==> src/verilog/tpr_pkg.sv <==
// constants and types of the port reset, emulation and loopback block
package tpr_pkg;
  localparam int ADDR_W = 12;
  // register offsets
  localparam logic [11:0] OFF_EMU = 12'h004;
  localparam logic [11:0] OFF_RESET = 12'h008;
  localparam logic [11:0] OFF_STATUS = 12'h00C;
  localparam logic [11:0] OFF_SIU_CTL = 12'h080;
  localparam logic [11:0] OFF_PATH_CTL = 12'h100;
  localparam logic [11:0] OFF_TX_CH = 12'h800;
  localparam logic [11:0] OFF_RX_CH = 12'hC00;
  // field positions
  localparam int EMU_IGN_BIT = 0;
  localparam int EMU_SCOPE_BIT = 1;
  localparam int EMU_LB_EN_BIT = 16;
  localparam int EMU_LB_TYPE_BIT = 17;
  localparam int RST_SIU_BIT = 0;
  localparam int RST_PATH_BIT = 1;
  localparam int CTL_RX_EN_BIT = 0;
  localparam int CTL_TX_EN_BIT = 1;
  localparam int CTL_DIS_LSB = 2;
  localparam int PATH_EN_BIT = 0;
  // values after reset and disabled-pin encodings
  localparam logic EMU_IGN_RST = 1'b1;
  localparam logic [1:0] DIS_HIZ = 2'h0;
  localparam logic [1:0] DIS_LOW = 2'h1;
  localparam logic [1:0] DIS_HIGH = 2'h2;
  // cycle, frame and bit counts
  localparam logic [2:0] RST_CYCLES = 3'h4;
  localparam logic [7:0] SF_ROLL = 8'h03;
  localparam logic [2:0] BYTE_LAST = 3'h7;
  typedef enum logic [2:0] {RX_OFF, RX_ARM, RX_WAIT, RX_RUN, RX_HALT} tpr_rx_state_t;
  typedef enum logic [2:0] {TX_OFF, TX_ARM, TX_WAIT1, TX_WAIT2, TX_RUN, TX_HALT} tpr_tx_state_t;
endpackage : tpr_pkg

==> src/verilog/tpr_port_ctl.sv <==
// reset, idle, emulation halt and loopback control of the serial port
`timescale 1ns/100ps
module tpr_port_ctl #(
  parameter int N_CH = 1
) (
  // clock, reset, enable
  input wire logic mclk,
  input wire logic resetn,
  input wire logic ce,
  // register port
  input wire logic [tpr_pkg::ADDR_W-1:0] addr,
  input wire logic [31:0] wdata,
  input wire logic wr,
  input wire logic rd,
  output logic [31:0] rdata,
  // link pins
  input wire logic link_sclk,
  input wire logic link_fsync,
  input wire logic rx_lane_pin,
  output logic tx_lane_pin_o,
  output logic tx_lane_pin_oe_n,
  // parallel data
  output logic [7:0] rx_parallel_out,
  output logic rx_byte_valid,
  input wire logic [7:0] tx_parallel_in,
  output logic tx_byte_req,
  // events
  output logic rx_frame_evt,
  output logic tx_frame_evt,
  output logic rx_sf_evt,
  output logic tx_sf_evt,
  output logic [N_CH-1:0] rx_ch_evt,
  output logic [N_CH-1:0] tx_ch_evt,
  // emulation and power
  input wire logic emu_halt,
  input wire logic bus_pending,
  input wire logic clk_stop_req,
  output logic clk_stop_ack,
  output logic idle_indicator_out
);
  if (N_CH < 1 || N_CH > 32)
  begin : g_bad_n_ch
    $error("tpr_port_ctl: N_CH must be 1 to 32");
  end

  logic rst_m, rst_n;
  logic sclk_m, sclk_s, sclk_d, fs_m, fs_s, fs_prev, rxd_m, rxd_s, halt_m, halt_s;
  logic rx_en, tx_en, path_en, siu_busy;
  logic [1:0] tx_dis;
  logic ignore_halt, halt_scope, lb_en, lb_type;
  logic [2:0] rst_cnt;
  logic [N_CH-1:0] tx_ch, rx_ch;
  tpr_pkg::tpr_rx_state_t rx_state;
  tpr_pkg::tpr_tx_state_t tx_state;
  logic [7:0] rx_sh, tx_sh, rx_sf_cnt, tx_sf_cnt;
  logic [2:0] rx_cnt, tx_cnt;

  // reset release through two flops
  always_ff @(posedge mclk or negedge resetn)
    if (!resetn)
    begin
      rst_m <= 1'b0;
      rst_n <= 1'b0;
    end
    else
    begin
      rst_m <= 1'b1;
      rst_n <= rst_m;
    end

  // pin synchronisers, first stage read only by second
  always_ff @(posedge mclk or negedge rst_n)
    if (!rst_n)
    begin
      {sclk_m, sclk_s, sclk_d, fs_m, fs_s, rxd_m, rxd_s, halt_m, halt_s} <= 9'h000;
    end
    else if (ce)
    begin
      sclk_m <= link_sclk;
      sclk_s <= sclk_m;
      sclk_d <= sclk_s;
      fs_m <= link_fsync;
      fs_s <= fs_m;
      rxd_m <= rx_lane_pin;
      rxd_s <= rxd_m;
      halt_m <= emu_halt;
      halt_s <= halt_m;
    end

  logic sclk_rise, fs_start, inner, line, halt_rx, halt_tx, xfer_halt, rx_bit;
  assign sclk_rise = sclk_s & ~sclk_d;
  assign fs_start = sclk_rise & fs_s & ~fs_prev;
  assign inner = lb_en & ~lb_type;
  assign line = lb_en & lb_type;
  assign halt_rx = halt_s & ~ignore_halt;
  assign halt_tx = halt_rx & ~halt_scope;
  assign xfer_halt = (rx_state == tpr_pkg::RX_HALT) | (tx_state == tpr_pkg::TX_HALT);
  assign rx_bit = inner ? tx_sh[7] : rxd_s;

  // frame sync history, sampled on serial clock edges only
  always_ff @(posedge mclk or negedge rst_n)
    if (!rst_n)
      fs_prev <= 1'b0;
    else if (ce && sclk_rise)
      fs_prev <= fs_s;

  always_ff @(posedge mclk or negedge rst_n)
    if (!rst_n)
    begin
      siu_busy <= 1'b0;
      rst_cnt <= 3'h0;
    end
    else if (ce)
    begin
      if (wr && addr == tpr_pkg::OFF_RESET && wdata[tpr_pkg::RST_SIU_BIT])
      begin
        siu_busy <= 1'b1;
        rst_cnt <= tpr_pkg::RST_CYCLES;
      end
      else if (siu_busy)
      begin
        rst_cnt <= rst_cnt - 3'h1;
        if (rst_cnt == 3'h1)
          siu_busy <= 1'b0;
      end
    end

  // serial unit configuration
  always_ff @(posedge mclk or negedge rst_n)
    if (!rst_n)
    begin
      rx_en <= 1'b0;
      tx_en <= 1'b0;
      tx_dis <= tpr_pkg::DIS_HIZ;
      ignore_halt <= tpr_pkg::EMU_IGN_RST;
      halt_scope <= 1'b0;
      lb_en <= 1'b0;
      lb_type <= 1'b0;
    end
    else if (ce)
    begin
      if (siu_busy)
      begin
        rx_en <= 1'b0;
        tx_en <= 1'b0;
        tx_dis <= tpr_pkg::DIS_HIZ;
        ignore_halt <= tpr_pkg::EMU_IGN_RST;
        halt_scope <= 1'b0;
        lb_en <= 1'b0;
        lb_type <= 1'b0;
      end
      else if (wr)
      begin
        if (addr == tpr_pkg::OFF_SIU_CTL)
        begin
          rx_en <= wdata[tpr_pkg::CTL_RX_EN_BIT];
          tx_en <= wdata[tpr_pkg::CTL_TX_EN_BIT];
          tx_dis <= wdata[tpr_pkg::CTL_DIS_LSB +: 2];
        end
        if (addr == tpr_pkg::OFF_EMU && !path_en)
        begin
          ignore_halt <= wdata[tpr_pkg::EMU_IGN_BIT];
          halt_scope <= wdata[tpr_pkg::EMU_SCOPE_BIT];
          lb_en <= wdata[tpr_pkg::EMU_LB_EN_BIT];
          lb_type <= wdata[tpr_pkg::EMU_LB_TYPE_BIT];
        end
      end
    end

  // transfer path and channel enables
  always_ff @(posedge mclk or negedge rst_n)
    if (!rst_n)
    begin
      path_en <= 1'b0;
      tx_ch <= '0;
      rx_ch <= '0;
    end
    else if (ce && wr)
    begin
      if (addr == tpr_pkg::OFF_RESET && wdata[tpr_pkg::RST_PATH_BIT])
      begin
        path_en <= 1'b0;
        tx_ch <= '0;
        rx_ch <= '0;
      end
      else if (addr == tpr_pkg::OFF_PATH_CTL)
        path_en <= wdata[tpr_pkg::PATH_EN_BIT];
      else if (addr == tpr_pkg::OFF_TX_CH)
        tx_ch <= wdata[N_CH-1:0];
      else if (addr == tpr_pkg::OFF_RX_CH)
        rx_ch <= wdata[N_CH-1:0];
    end

  // receive sequencing
  always_ff @(posedge mclk or negedge rst_n)
    if (!rst_n)
      rx_state <= tpr_pkg::RX_OFF;
    else if (ce)
    begin
      if (!rx_en || siu_busy)
        rx_state <= tpr_pkg::RX_OFF;
      else if (sclk_rise)
        case (rx_state)
          // first sample after enable may already be the inactive one
          tpr_pkg::RX_OFF: rx_state <= fs_s ? tpr_pkg::RX_ARM : tpr_pkg::RX_WAIT;
          tpr_pkg::RX_ARM: if (!fs_s) rx_state <= tpr_pkg::RX_WAIT;
          tpr_pkg::RX_WAIT: if (fs_start) rx_state <= tpr_pkg::RX_RUN;
          tpr_pkg::RX_RUN: if (fs_start && halt_rx) rx_state <= tpr_pkg::RX_HALT;
          tpr_pkg::RX_HALT: if (!halt_rx) rx_state <= tpr_pkg::RX_ARM;
          default: rx_state <= tpr_pkg::RX_OFF;
        endcase
    end

  logic rx_take, rx_evt_c;
  assign rx_evt_c = fs_start & rx_en & ~siu_busy &
                    (rx_state == tpr_pkg::RX_WAIT || rx_state == tpr_pkg::RX_RUN);
  assign rx_take = rx_evt_c & ~(rx_state == tpr_pkg::RX_RUN && halt_rx) |
                   (sclk_rise & ~fs_start & rx_state == tpr_pkg::RX_RUN);

  // receive shift, data and counters
  always_ff @(posedge mclk or negedge rst_n)
    if (!rst_n)
    begin
      rx_sh <= 8'h00;
      rx_cnt <= 3'h0;
      rx_parallel_out <= 8'h00;
      rx_byte_valid <= 1'b0;
    end
    else if (ce)
    begin
      rx_byte_valid <= 1'b0;
      if (!rx_en || siu_busy)
      begin
        rx_sh <= 8'h00;
        rx_cnt <= 3'h0;
        rx_parallel_out <= 8'h00;
      end
      else if (rx_take)
      begin
        rx_sh <= {rx_sh[6:0], rx_bit};
        rx_cnt <= fs_start ? 3'h1 : rx_cnt + 3'h1;
        if (!fs_start && rx_cnt == tpr_pkg::BYTE_LAST)
        begin
          rx_parallel_out <= {rx_sh[6:0], rx_bit};
          rx_byte_valid <= 1'b1;
        end
      end
    end

  // transmit sequencing
  always_ff @(posedge mclk or negedge rst_n)
    if (!rst_n)
      tx_state <= tpr_pkg::TX_OFF;
    else if (ce)
    begin
      if (!tx_en || siu_busy)
        tx_state <= tpr_pkg::TX_OFF;
      else if (sclk_rise)
        case (tx_state)
          tpr_pkg::TX_OFF: tx_state <= fs_s ? tpr_pkg::TX_ARM : tpr_pkg::TX_WAIT1;
          tpr_pkg::TX_ARM: if (!fs_s) tx_state <= tpr_pkg::TX_WAIT1;
          tpr_pkg::TX_WAIT1: if (fs_start) tx_state <= tpr_pkg::TX_WAIT2;
          tpr_pkg::TX_WAIT2: if (fs_start) tx_state <= tpr_pkg::TX_RUN;
          tpr_pkg::TX_RUN: if (fs_start && halt_tx) tx_state <= tpr_pkg::TX_HALT;
          tpr_pkg::TX_HALT: if (!halt_tx) tx_state <= tpr_pkg::TX_ARM;
          default: tx_state <= tpr_pkg::TX_OFF;
        endcase
    end

  logic tx_evt_c, tx_go, tx_load;
  logic [7:0] tx_src;
  assign tx_evt_c = fs_start & tx_en & ~siu_busy & (tx_state == tpr_pkg::TX_WAIT1 ||
                    tx_state == tpr_pkg::TX_WAIT2 || tx_state == tpr_pkg::TX_RUN);
  assign tx_go = (fs_start & tx_state == tpr_pkg::TX_WAIT2) |
                 (sclk_rise & tx_state == tpr_pkg::TX_RUN & ~(fs_start & halt_tx));
  assign tx_load = fs_start | (tx_cnt == 3'h0);
  assign tx_src = line ? rx_parallel_out : tx_parallel_in;

  // transmit shift, counters; halted scope 1 resends unchanged input
  always_ff @(posedge mclk or negedge rst_n)
    if (!rst_n)
    begin
      tx_sh <= 8'h00;
      tx_cnt <= 3'h0;
      tx_byte_req <= 1'b0;
    end
    else if (ce)
    begin
      tx_byte_req <= 1'b0;
      if (!tx_en || siu_busy)
      begin
        tx_sh <= 8'h00;
        tx_cnt <= 3'h0;
      end
      else if (tx_go && tx_en)
      begin
        tx_sh <= tx_load ? tx_src : {tx_sh[6:0], 1'b0};
        tx_cnt <= tx_load ? 3'h1 : tx_cnt + 3'h1;
        tx_byte_req <= tx_load;
      end
    end

  // pin drive; disabled state also covers the gap between syncs
  logic drive_data;
  assign drive_data = (tx_state == tpr_pkg::TX_RUN) & tx_en & ~siu_busy & ~inner;
  always_ff @(posedge mclk or negedge rst_n)
    if (!rst_n)
    begin
      tx_lane_pin_o <= 1'b0;
      tx_lane_pin_oe_n <= 1'b1;
    end
    else if (ce)
    begin
      tx_lane_pin_o <= drive_data ? tx_sh[7] : (tx_dis == tpr_pkg::DIS_HIGH);
      tx_lane_pin_oe_n <= inner | (~drive_data & (tx_dis == tpr_pkg::DIS_HIZ));
    end

  // frame and superframe events
  always_ff @(posedge mclk or negedge rst_n)
    if (!rst_n)
    begin
      rx_frame_evt <= 1'b0;
      tx_frame_evt <= 1'b0;
      rx_sf_evt <= 1'b0;
      tx_sf_evt <= 1'b0;
      rx_sf_cnt <= 8'h00;
      tx_sf_cnt <= 8'h00;
    end
    else if (ce)
    begin
      rx_frame_evt <= rx_evt_c;
      tx_frame_evt <= tx_evt_c;
      rx_sf_evt <= rx_evt_c & (rx_sf_cnt == tpr_pkg::SF_ROLL);
      tx_sf_evt <= tx_evt_c & (tx_sf_cnt == tpr_pkg::SF_ROLL);
      if (!rx_en || siu_busy)
        rx_sf_cnt <= 8'h00;
      else if (rx_evt_c)
        rx_sf_cnt <= (rx_sf_cnt == tpr_pkg::SF_ROLL) ? 8'h00 : rx_sf_cnt + 8'h01;
      if (!tx_en || siu_busy)
        tx_sf_cnt <= 8'h00;
      else if (tx_evt_c)
        tx_sf_cnt <= (tx_sf_cnt == tpr_pkg::SF_ROLL) ? 8'h00 : tx_sf_cnt + 8'h01;
    end

  // channel events; halted transfer logic gates both directions
  always_ff @(posedge mclk or negedge rst_n)
    if (!rst_n)
    begin
      rx_ch_evt <= '0;
      tx_ch_evt <= '0;
    end
    else if (ce)
    begin
      rx_ch_evt <= {N_CH{rx_evt_c & path_en & ~xfer_halt}} & rx_ch;
      tx_ch_evt <= {N_CH{tx_evt_c & path_en & ~xfer_halt}} & tx_ch;
    end

  logic idle_c;
  assign idle_c = ~rx_en & ~tx_en & ~path_en & ~(|tx_ch) & ~(|rx_ch) & ~bus_pending;
  always_ff @(posedge mclk or negedge rst_n)
    if (!rst_n)
      idle_indicator_out <= 1'b0;
    else if (ce)
      idle_indicator_out <= idle_c;

  assign clk_stop_ack = clk_stop_req & idle_indicator_out;

  // register reads, unmapped offsets read zero
  always_ff @(posedge mclk or negedge rst_n)
    if (!rst_n)
      rdata <= 32'h0000_0000;
    else if (ce)
    begin
      rdata <= 32'h0000_0000;
      if (rd)
        case (addr)
          tpr_pkg::OFF_EMU: rdata <= {14'h0000, lb_type, lb_en, 14'h0000, halt_scope, ignore_halt};
          tpr_pkg::OFF_RESET: rdata <= {31'h0000_0000, siu_busy};
          tpr_pkg::OFF_STATUS: rdata <= {26'h000_0000, siu_busy, tx_state == tpr_pkg::TX_HALT,
            rx_state == tpr_pkg::RX_HALT, tx_state == tpr_pkg::TX_RUN, rx_state == tpr_pkg::RX_RUN, idle_c};
          tpr_pkg::OFF_SIU_CTL: rdata <= {28'h000_0000, tx_dis, tx_en, rx_en};
          tpr_pkg::OFF_PATH_CTL: rdata <= {31'h0000_0000, path_en};
          tpr_pkg::OFF_TX_CH: rdata <= 32'(tx_ch);
          tpr_pkg::OFF_RX_CH: rdata <= 32'(rx_ch);
          default: rdata <= 32'h0000_0000;
        endcase
    end

  property p_rst_busy;
    @(posedge mclk) disable iff (!rst_n)
    (ce && wr && addr == tpr_pkg::OFF_RESET && wdata[0]) |=> siu_busy ##[1:8] !siu_busy;
  endproperty
  a_rst_busy: assert property (p_rst_busy) else $error("reset bit did not complete");

  property p_rst_regs;
    @(posedge mclk) disable iff (!rst_n)
    $rose(siu_busy) && ce |=> !rx_en && !tx_en && ignore_halt && !lb_en;
  endproperty
  a_rst_regs: assert property (p_rst_regs) else $error("serial unit reset left config");

  property p_rx_quiet;
    @(posedge mclk) disable iff (!rst_n)
    !rx_en && !$past(rx_en) |-> !rx_frame_evt && !rx_byte_valid && !rx_sf_evt;
  endproperty
  a_rx_quiet: assert property (p_rx_quiet) else $error("event from disabled receive");

  property p_tx_clear;
    @(posedge mclk) disable iff (!rst_n)
    ce && !tx_en |=> tx_state == tpr_pkg::TX_OFF && tx_sh == 8'h00 && tx_cnt == 3'h0;
  endproperty
  a_tx_clear: assert property (p_tx_clear) else $error("transmit not cleared");

  property p_rx_arm;
    @(posedge mclk) disable iff (!rst_n)
    ce && rx_en && rx_state == tpr_pkg::RX_ARM |=> rx_state != tpr_pkg::RX_RUN;
  endproperty
  a_rx_arm: assert property (p_rx_arm) else $error("receive started without inactive sync");

  property p_tx_two_syncs;
    @(posedge mclk) disable iff (!rst_n)
    ce && tx_state == tpr_pkg::TX_WAIT1 |=> tx_state != tpr_pkg::TX_RUN;
  endproperty
  a_tx_two_syncs: assert property (p_tx_two_syncs) else $error("transmit began at first sync");

  property p_path_rst;
    @(posedge mclk) disable iff (!rst_n)
    ce && wr && addr == tpr_pkg::OFF_RESET && wdata[1] |=> !path_en && tx_ch == '0 && rx_ch == '0;
  endproperty
  a_path_rst: assert property (p_path_rst) else $error("path reset left channels on");

  property p_idle;
    @(posedge mclk) disable iff (!rst_n)
    idle_indicator_out |-> !$past(rx_en) && !$past(tx_en) && !$past(path_en) && !$past(bus_pending) &&
      $past(tx_ch) == '0 && $past(rx_ch) == '0;
  endproperty
  a_idle: assert property (p_idle) else $error("idle while active");

  property p_ack;
    @(posedge mclk) disable iff (!rst_n)
    clk_stop_ack |-> clk_stop_req && !$past(rx_en) && !$past(tx_en) && !$past(path_en) &&
      !$past(bus_pending);
  endproperty
  a_ack: assert property (p_ack) else $error("clock stop acknowledged while active");

  property p_emu_lock;
    @(posedge mclk) disable iff (!rst_n)
    ce && path_en && !siu_busy && wr && addr == tpr_pkg::OFF_EMU |=>
      $stable({ignore_halt, lb_en, lb_type, halt_scope});
  endproperty
  a_emu_lock: assert property (p_emu_lock) else $error("locked field changed");

  property p_inner_pins;
    @(posedge mclk) disable iff (!rst_n)
    ce && inner && $past(inner) |=> tx_lane_pin_oe_n;
  endproperty
  a_inner_pins: assert property (p_inner_pins) else $error("pin driven in inner loopback");
endmodule : tpr_port_ctl
==> config.mk <==
export PLATFORM = sky130hd
export DESIGN_NAME = tpr_port_ctl
export DESIGN_NICKNAME = d
export VERILOG_FILES = /design/src/verilog/tpr_pkg.sv /design/src/verilog/tpr_port_ctl.sv
export SDC_FILE = /design/constraint.sdc
export NUM_CORES = 1
export LEC_CHECK = 0
export BUFFER_PORTS_ARGS = -buffer_cell sky130_fd_sc_hd__clkbuf_2
export CORE_MARGIN = 4
export CORE_UTILIZATION = 45
export CTS_CLUSTER_DIAMETER = 150
export CTS_CLUSTER_SIZE = 28
export DETAILED_ROUTE_END_ITERATION = 12
export PLACE_DENSITY = 0.79
export SYNTH_ARGS = -nofsm -noshare
export SYNTH_HDL_FRONTEND = slang
export SYNTH_SLANG_ARGS = --single-unit
==> constraint.sdc <==
create_clock -name mclk -period 4.2 [get_ports mclk]
set_clock_uncertainty 0.2 [all_clocks]
set_input_delay 0.42 -clock mclk [delete_from_list [all_inputs] [get_ports mclk]]
set_output_delay 0.42 -clock mclk [all_outputs]
set_load 0.01 [all_outputs]
# Yosys cells after proc, flatten, opt, wreduce, memory -nomap -nowiden
# Index checks and enable logic that the tools add are counted.
dict set report totals {
  ff_bits 121
  output_inout_bits 52
  word_cells 273
}
dict set report op_classes {
  add_sub_neg 5
  eq_ne 32
  muxes 79
  bitwise 61
  n_reduce_logical 51
}
# op n
set op_table {}
lappend op_table {{18-bit one-hot mux with 7 select lines} 1}
lappend op_table {{8-bit two-way mux} 13}
lappend op_table {{3-bit two-way mux} 19}
lappend op_table {{1-bit AND} 38}
lappend op_table {{1-bit two-way mux} 37}
lappend op_table {{32-bit two-way mux} 1}
lappend op_table {{2-bit nonzero test} 14}
lappend op_table {{12-bit == test, second input constant} 2}
lappend op_table {{12-bit by 4-bit == test with 1-bit output, second input constant} 2}
lappend op_table {{3-bit != test, second input constant} 7}
lappend op_table {{1-bit inverter} 18}
lappend op_table {{3-bit one-hot mux with 6 select lines} 1}
lappend op_table {{8-bit by 1-bit adder with 8-bit output, second input constant} 2}
lappend op_table {{8-bit by 2-bit == test with 1-bit output, second input constant} 2}
lappend op_table {{3-bit one-hot mux with 5 select lines} 1}
lappend op_table {{7-bit two-way mux} 2}
lappend op_table {{12-bit by 3-bit == test with 1-bit output, second input constant} 1}
lappend op_table {{12-bit by 8-bit == test with 1-bit output, second input constant} 1}
lappend op_table {{12-bit by 9-bit == test with 1-bit output, second input constant} 1}
lappend op_table {{3-bit by 2-bit == test with 1-bit output, second input constant} 4}
lappend op_table {{3-bit == test, second input constant} 4}
lappend op_table {{2-bit AND reduction} 6}
lappend op_table {{3-bit AND reduction} 4}
lappend op_table {{1-bit logical AND} 11}
lappend op_table {{15 further kinds} 36}

# Longest topological paths before layout
dict set report depth {
  word_depth 11
  ltp_mapped 8
}

# Least setup slack after synthesis
# OpenSTA, ideal clock, no wires.
dict set report synth_path {
  kind {input -> register}
  from {input addr[5] (netlist name)}
  to {register ignore_halt}
  arrival_time_ps 1836
  t_required_ps 3920
  slack_ps 2084
  cell_stages 6
  path_cell_list {nor3_1 and4_1 and3_1 clkbuf_1 mux2_2 o22a_1}
}
dict set report synth_between {
  elab_chain_cells 4
}
# item line
set synth_lines {}
lappend synth_lines {{from (decl)} tpr_port_ctl.sv:11} ;# input wire logic [tpr_pkg::ADDR_W-1:0] addr,
lappend synth_lines {{12-bit by 3-bit == test with 1-bit output} tpr_port_ctl.sv:160} ;# if (addr == tpr_pkg::OFF_EMU && !path_en)
lappend synth_lines {{1-bit logical AND} tpr_port_ctl.sv:160}
lappend synth_lines {{2-bit nonzero test (no source line)} --}
lappend synth_lines {{3-bit AND reduction (no source line)} --}
lappend synth_lines {{to (signal assigned)} tpr_port_ctl.sv:135} ;# ignore_halt <= tpr_pkg::EMU_IGN_RST;
lappend synth_lines {{to (signal assigned)} tpr_port_ctl.sv:147} ;# ignore_halt <= tpr_pkg::EMU_IGN_RST;
lappend synth_lines {{to (signal assigned)} tpr_port_ctl.sv:162} ;# ignore_halt <= wdata[tpr_pkg::EMU_IGN_BIT];
lappend synth_lines {{to (decl)} tpr_port_ctl.sv:50} ;# logic ignore_halt, halt_scope, lb_en, lb_type;
# Every way passes these cells.
# A chain may end at the register's enable or synchronous reset.

# Final worst setup path
dict set report layout_path {
  from {register siu_busy}
  to {register tx_sf_cnt[6]}
}
dict set report layout_between {
  elab_chain_cells 5
  word_cells_on_any_way 7
  classes_between {mux: 1; bitwise: 3; reduce/logical: 3}
}
# item line
set layout_lines {}
lappend layout_lines {{from (decl)} tpr_port_ctl.sv:48} ;# logic rx_en, tx_en, path_en, siu_busy;
lappend layout_lines {{from (signal assigned)} tpr_port_ctl.sv:110} ;# siu_busy <= 1'b0;
lappend layout_lines {{from (signal assigned)} tpr_port_ctl.sv:117} ;# siu_busy <= 1'b1;
lappend layout_lines {{from (signal assigned)} tpr_port_ctl.sv:124} ;# siu_busy <= 1'b0;
lappend layout_lines {{1-bit inverter} tpr_port_ctl.sv:272} ;# assign tx_evt_c = fs_start & tx_en & ~siu_busy & (tx_state == tpr_pkg::TX_WAIT1 ||
lappend layout_lines {{1-bit AND (2 in a row)} tpr_port_ctl.sv:272}
lappend layout_lines {{2-bit nonzero test (no source line)} --}
lappend layout_lines {{2-bit AND reduction (no source line)} --}
lappend layout_lines {{to (signal assigned)} tpr_port_ctl.sv:342} ;# tx_sf_cnt <= (tx_sf_cnt == tpr_pkg::SF_ROLL) ? 8'h00 : tx_sf_cnt + 8'h01;
lappend layout_lines {{to (decl)} tpr_port_ctl.sv:55} ;# logic [7:0] rx_sh, tx_sh, rx_sf_cnt, tx_sf_cnt;
# Parallel ways exist; a longest one is shown, timed or not.

==> metrics.md <==
| Metric | Value |
|---|---|
| Status | `complete, no violations` |
| Tot Pwr | `2.64 mW` |
| Clock sinks | `97` |
| Slew @ Worst Pin | `957 ps` |
| CTS Buf Count | `9` |
| PD cells | `442 nW/µm²` |
| Peak supply drop | `262 µV` |
| Post-Layout Cell Count | `731` |
| Relative slew slack | `0.362` |
| Layout net count | `654` |
| CP Launch Point | `siu_busy$_DFFE_PN0P_` |
| Post-route setup TNS | `0 ps` |
| Worst EP required | `4240 ps` |
| Max-Cap Viols | `0` |
| DIE HEIGHT | `117 µm` |
| DIE AREA | `13,800 µm²` |
| Worst setup EP type | `register` |
| Max Slew Vio Count | `0` |
| Place WS | `1360 ps` |
| Vias per inst | `5.84` |
| Cell area after synthesis | `5380 µm²` |
| Layout area overhead | `11.0%` |
| Post-CTS sizing | `0` |
| Ys flop type | `dfrtp_1` |
| Global Route Usage Sum | `0.178` |
| Fin. Hold Viols | `0` |
| Buf+Inv Stages, Crit Path | `1` |
| Share of the yosys chip area belonging to registers | `0.452` |
| Multi-input gate area | `2610 µm²` |
| CP cell instances | `buf_4 -> nand2b_1 -> a211oi_4 -> and4_1 -> a21oi_1 -> a31oi_1` |
| Tcrit/Tclk final | `0.656` |
| Vias in the first global route | `4,180` |
| Core area | `11,600 µm²` |
| IO Port Bufs | `64` |
| Slowest-stage cell, CP | `a211oi_4` |
| Critical path class | `reg -> reg` |
| Fraction of registers with async set/reset | `1.00` |
| Final worst setup slack | `1440 ps` |
| Largest net degree at the start of global routing | `65` |
| Worst reg2reg startpoint | `siu_busy$_DFFE_PN0P_` |
| Largest area contributor in the netlist | `dfrtp_1` |
| Post-DR wirelength/cell | `16.7 µm` |
| Post-detail-place hpwl | `8850 µm` |
| #FFs+latches synth | `97` |
| Final RePlAce weighted congestion | `0.910` |
| Post-Route WL | `12,200 µm` |
| H-tree levels | `3` |
| Diode count | `0` |
| CP peak stage delay | `710 ps` |
| Hold Worst Slack | `112 ps` |
| Post-route ant nets | `0` |
| Syn Inst Count | `535` |
| I/O pins | `115` |
| Min-delay src | `link_fsync` |
| CTS max path bufs | `2` |
| Sequential cell area | `2430 µm²` |
| F_max | `363 MHz` |
| CTS root buffer | `clkbuf_16` |
| Synth area leaders | `dfrtp_1 (44%), a21oi_1 (3.7%), buf_4 (3.6%)` |
| Initial Util | `0.465` |
| # fillers | `1,020` |
| Clk slew on worst S/H paths | `70 ps` |
| Arrival time worst endpoint | `2800 ps` |
| Post-route DRC | `0` |
| Synth top cells by count | `dfrtp_1 (95), nand2_1 (49), a21oi_1 (40)` |
| Count leader, synth | `dfrtp_1` |
| Leakage | `2.70 nW` |
| Vias | `4,271` |
| Number of distinct library cells after synthesis | `71` |
| Ratio of cells with drive above 1 in the final layout | `0.209` |
| Endpoints failing setup | `0` |
| CP Launch Type | `register` |
| Skew-Pair Late Insertion Delay | `340 ps` |
| Ys Warns | `0` |
| Row cnt | `39` |
| Class of the worst hold path | `in -> reg` |
| Drt first pass iters | `5` |
| Chip width | `117 µm` |
| Delay-heaviest family, CP | `compound AO/OA/AOI/OAI gates` |
| Placed insts | `714` |
| Mean Syn Cell Area | `10.1 µm²` |
| Initial antenna violation count | `0` |
| 1st-iter DRT viols | `354` |
| Post-synth top area share | `0.442` |
| Post-synth EDFFs | `0` |
| First-pass GRT wire length | `20,500 µm` |
| Tmin final | `2760 ps` |
| CP Max Fanout | `21` |
| CTS tree | `yes` |
| Unrepaired setup endpoints after global routing | `no` |
| GRT overflow | `0` |
layout by cell type, fill, tap and decap left out, types with 4 or more instances in the layout:
master / instances
nor4_1: 6
clkbuf_2: 64
dfrtp_1: 94
mux2_2: 15
o2bb2ai_1: 13
and3_1: 12
a32o_1: 9
inv_1: 16
nor3_1: 14
mux2i_1: 7
o21ai_0: 19
nor2b_1: 9
nand2b_1: 7
nand3b_1: 4
nand3_1: 19
conb_1: 25
and2_1: 5
clkbuf_16: 9
xor2_1: 4
nand4_1: 4
a21o_1: 4
a22oi_1: 4
and4_1: 5
a31oi_1: 6
nand2_1: 49
ha_1: 8
a21oi_1: 40
nor2_1: 20
a211oi_1: 4
a22o_1: 18
o31ai_1: 9
metrics by stage:
stage,cell area [µm²],utilization
6_report,5970,0.516
3_5_place_dp,5620,0.486
5_1_grt,5970,0.516
4_1_cts,5970,0.516
3_3_place_gp,5620,0.486
2_1_floorplan,5470,-
layer usage:
layer	part of all wire	global-route usage
met4	0.018	0.0667
met2	0.49	0.295
met1	0.44	0.232
met5	0	0
met3	0.049	0.0318
layout make-up:
class	count	area share
Multi-Input combinational cell	391	0.436
Sequential cell	97	0.407
Timing Repair Buffer	68	0.0591
Clock buffer	10	0.0383
Tap cell	143	0.0300
Clock inverter	6	0.0189
Inverter	16	0.0101
logic make-up after synthesis:
kind of cell               share of synthesized area
and+or+nand+nor                                0.189
AOI/OAI and AO/OA                              0.206
DFF                                            0.452
buffers and inverters                         0.0804
muxes                                         0.0444
adders and majority gates                     0.0186
xor gates and xnor gates                     0.00814
other                                        0.00140
registers in the layout (all words and copies together), names as in the netlist, 3 cells and up:
name / flops
rdata: 8
rx_sh: 7
tx_state: 3
rst_cnt: 3
rx_state: 3
rx_sf_cnt: 8
tx_sh: 8
tx_cnt: 3
rx_parallel_out: 8
rx_cnt: 3
tx_sf_cnt: 8
worst paths after layout:
path,end,slack (ps),cells after the start
setup reg to reg,tx_sf_cnt[6]$_DFFE_PN0P_,1440,6
min in group asynchronous,rst_n$_DFF_PN0_,200,2
hold / removal,fs_m$_DFFE_PN0P_,110,2
max in group asynchronous,tx_lane_pin_oe_n$_DFFE_PN1P_,2620,1
setup / recovery,tx_sf_cnt[6]$_DFFE_PN0P_,1440,6
hold reg to reg,rst_n$_DFF_PN0_,150,0
repair_timing:
item / CTS / global route
hold buffers: 1 / 0
setup buffers: 0 / 0
endpoints found under the hold margin: 2 / 0
report_power, final:
group	internal, mW	switching [mW]	leakage (nW)
registers	1.05	0.146	1.25
clock network	0.585	0.349	0.167
logic	0.211	0.296	1.28
total	1.85	0.791	2.70
worst register-to-register path, cell delays in order (launching register included):
cell and delay, ps:
dfrtp_1 360, buf_4 200, nand2b_1 610, a211oi_4 710, and4_1 300, a21oi_1 70, a31oi_1 220
Note: power is estimated with default switching activity, not from simulation.
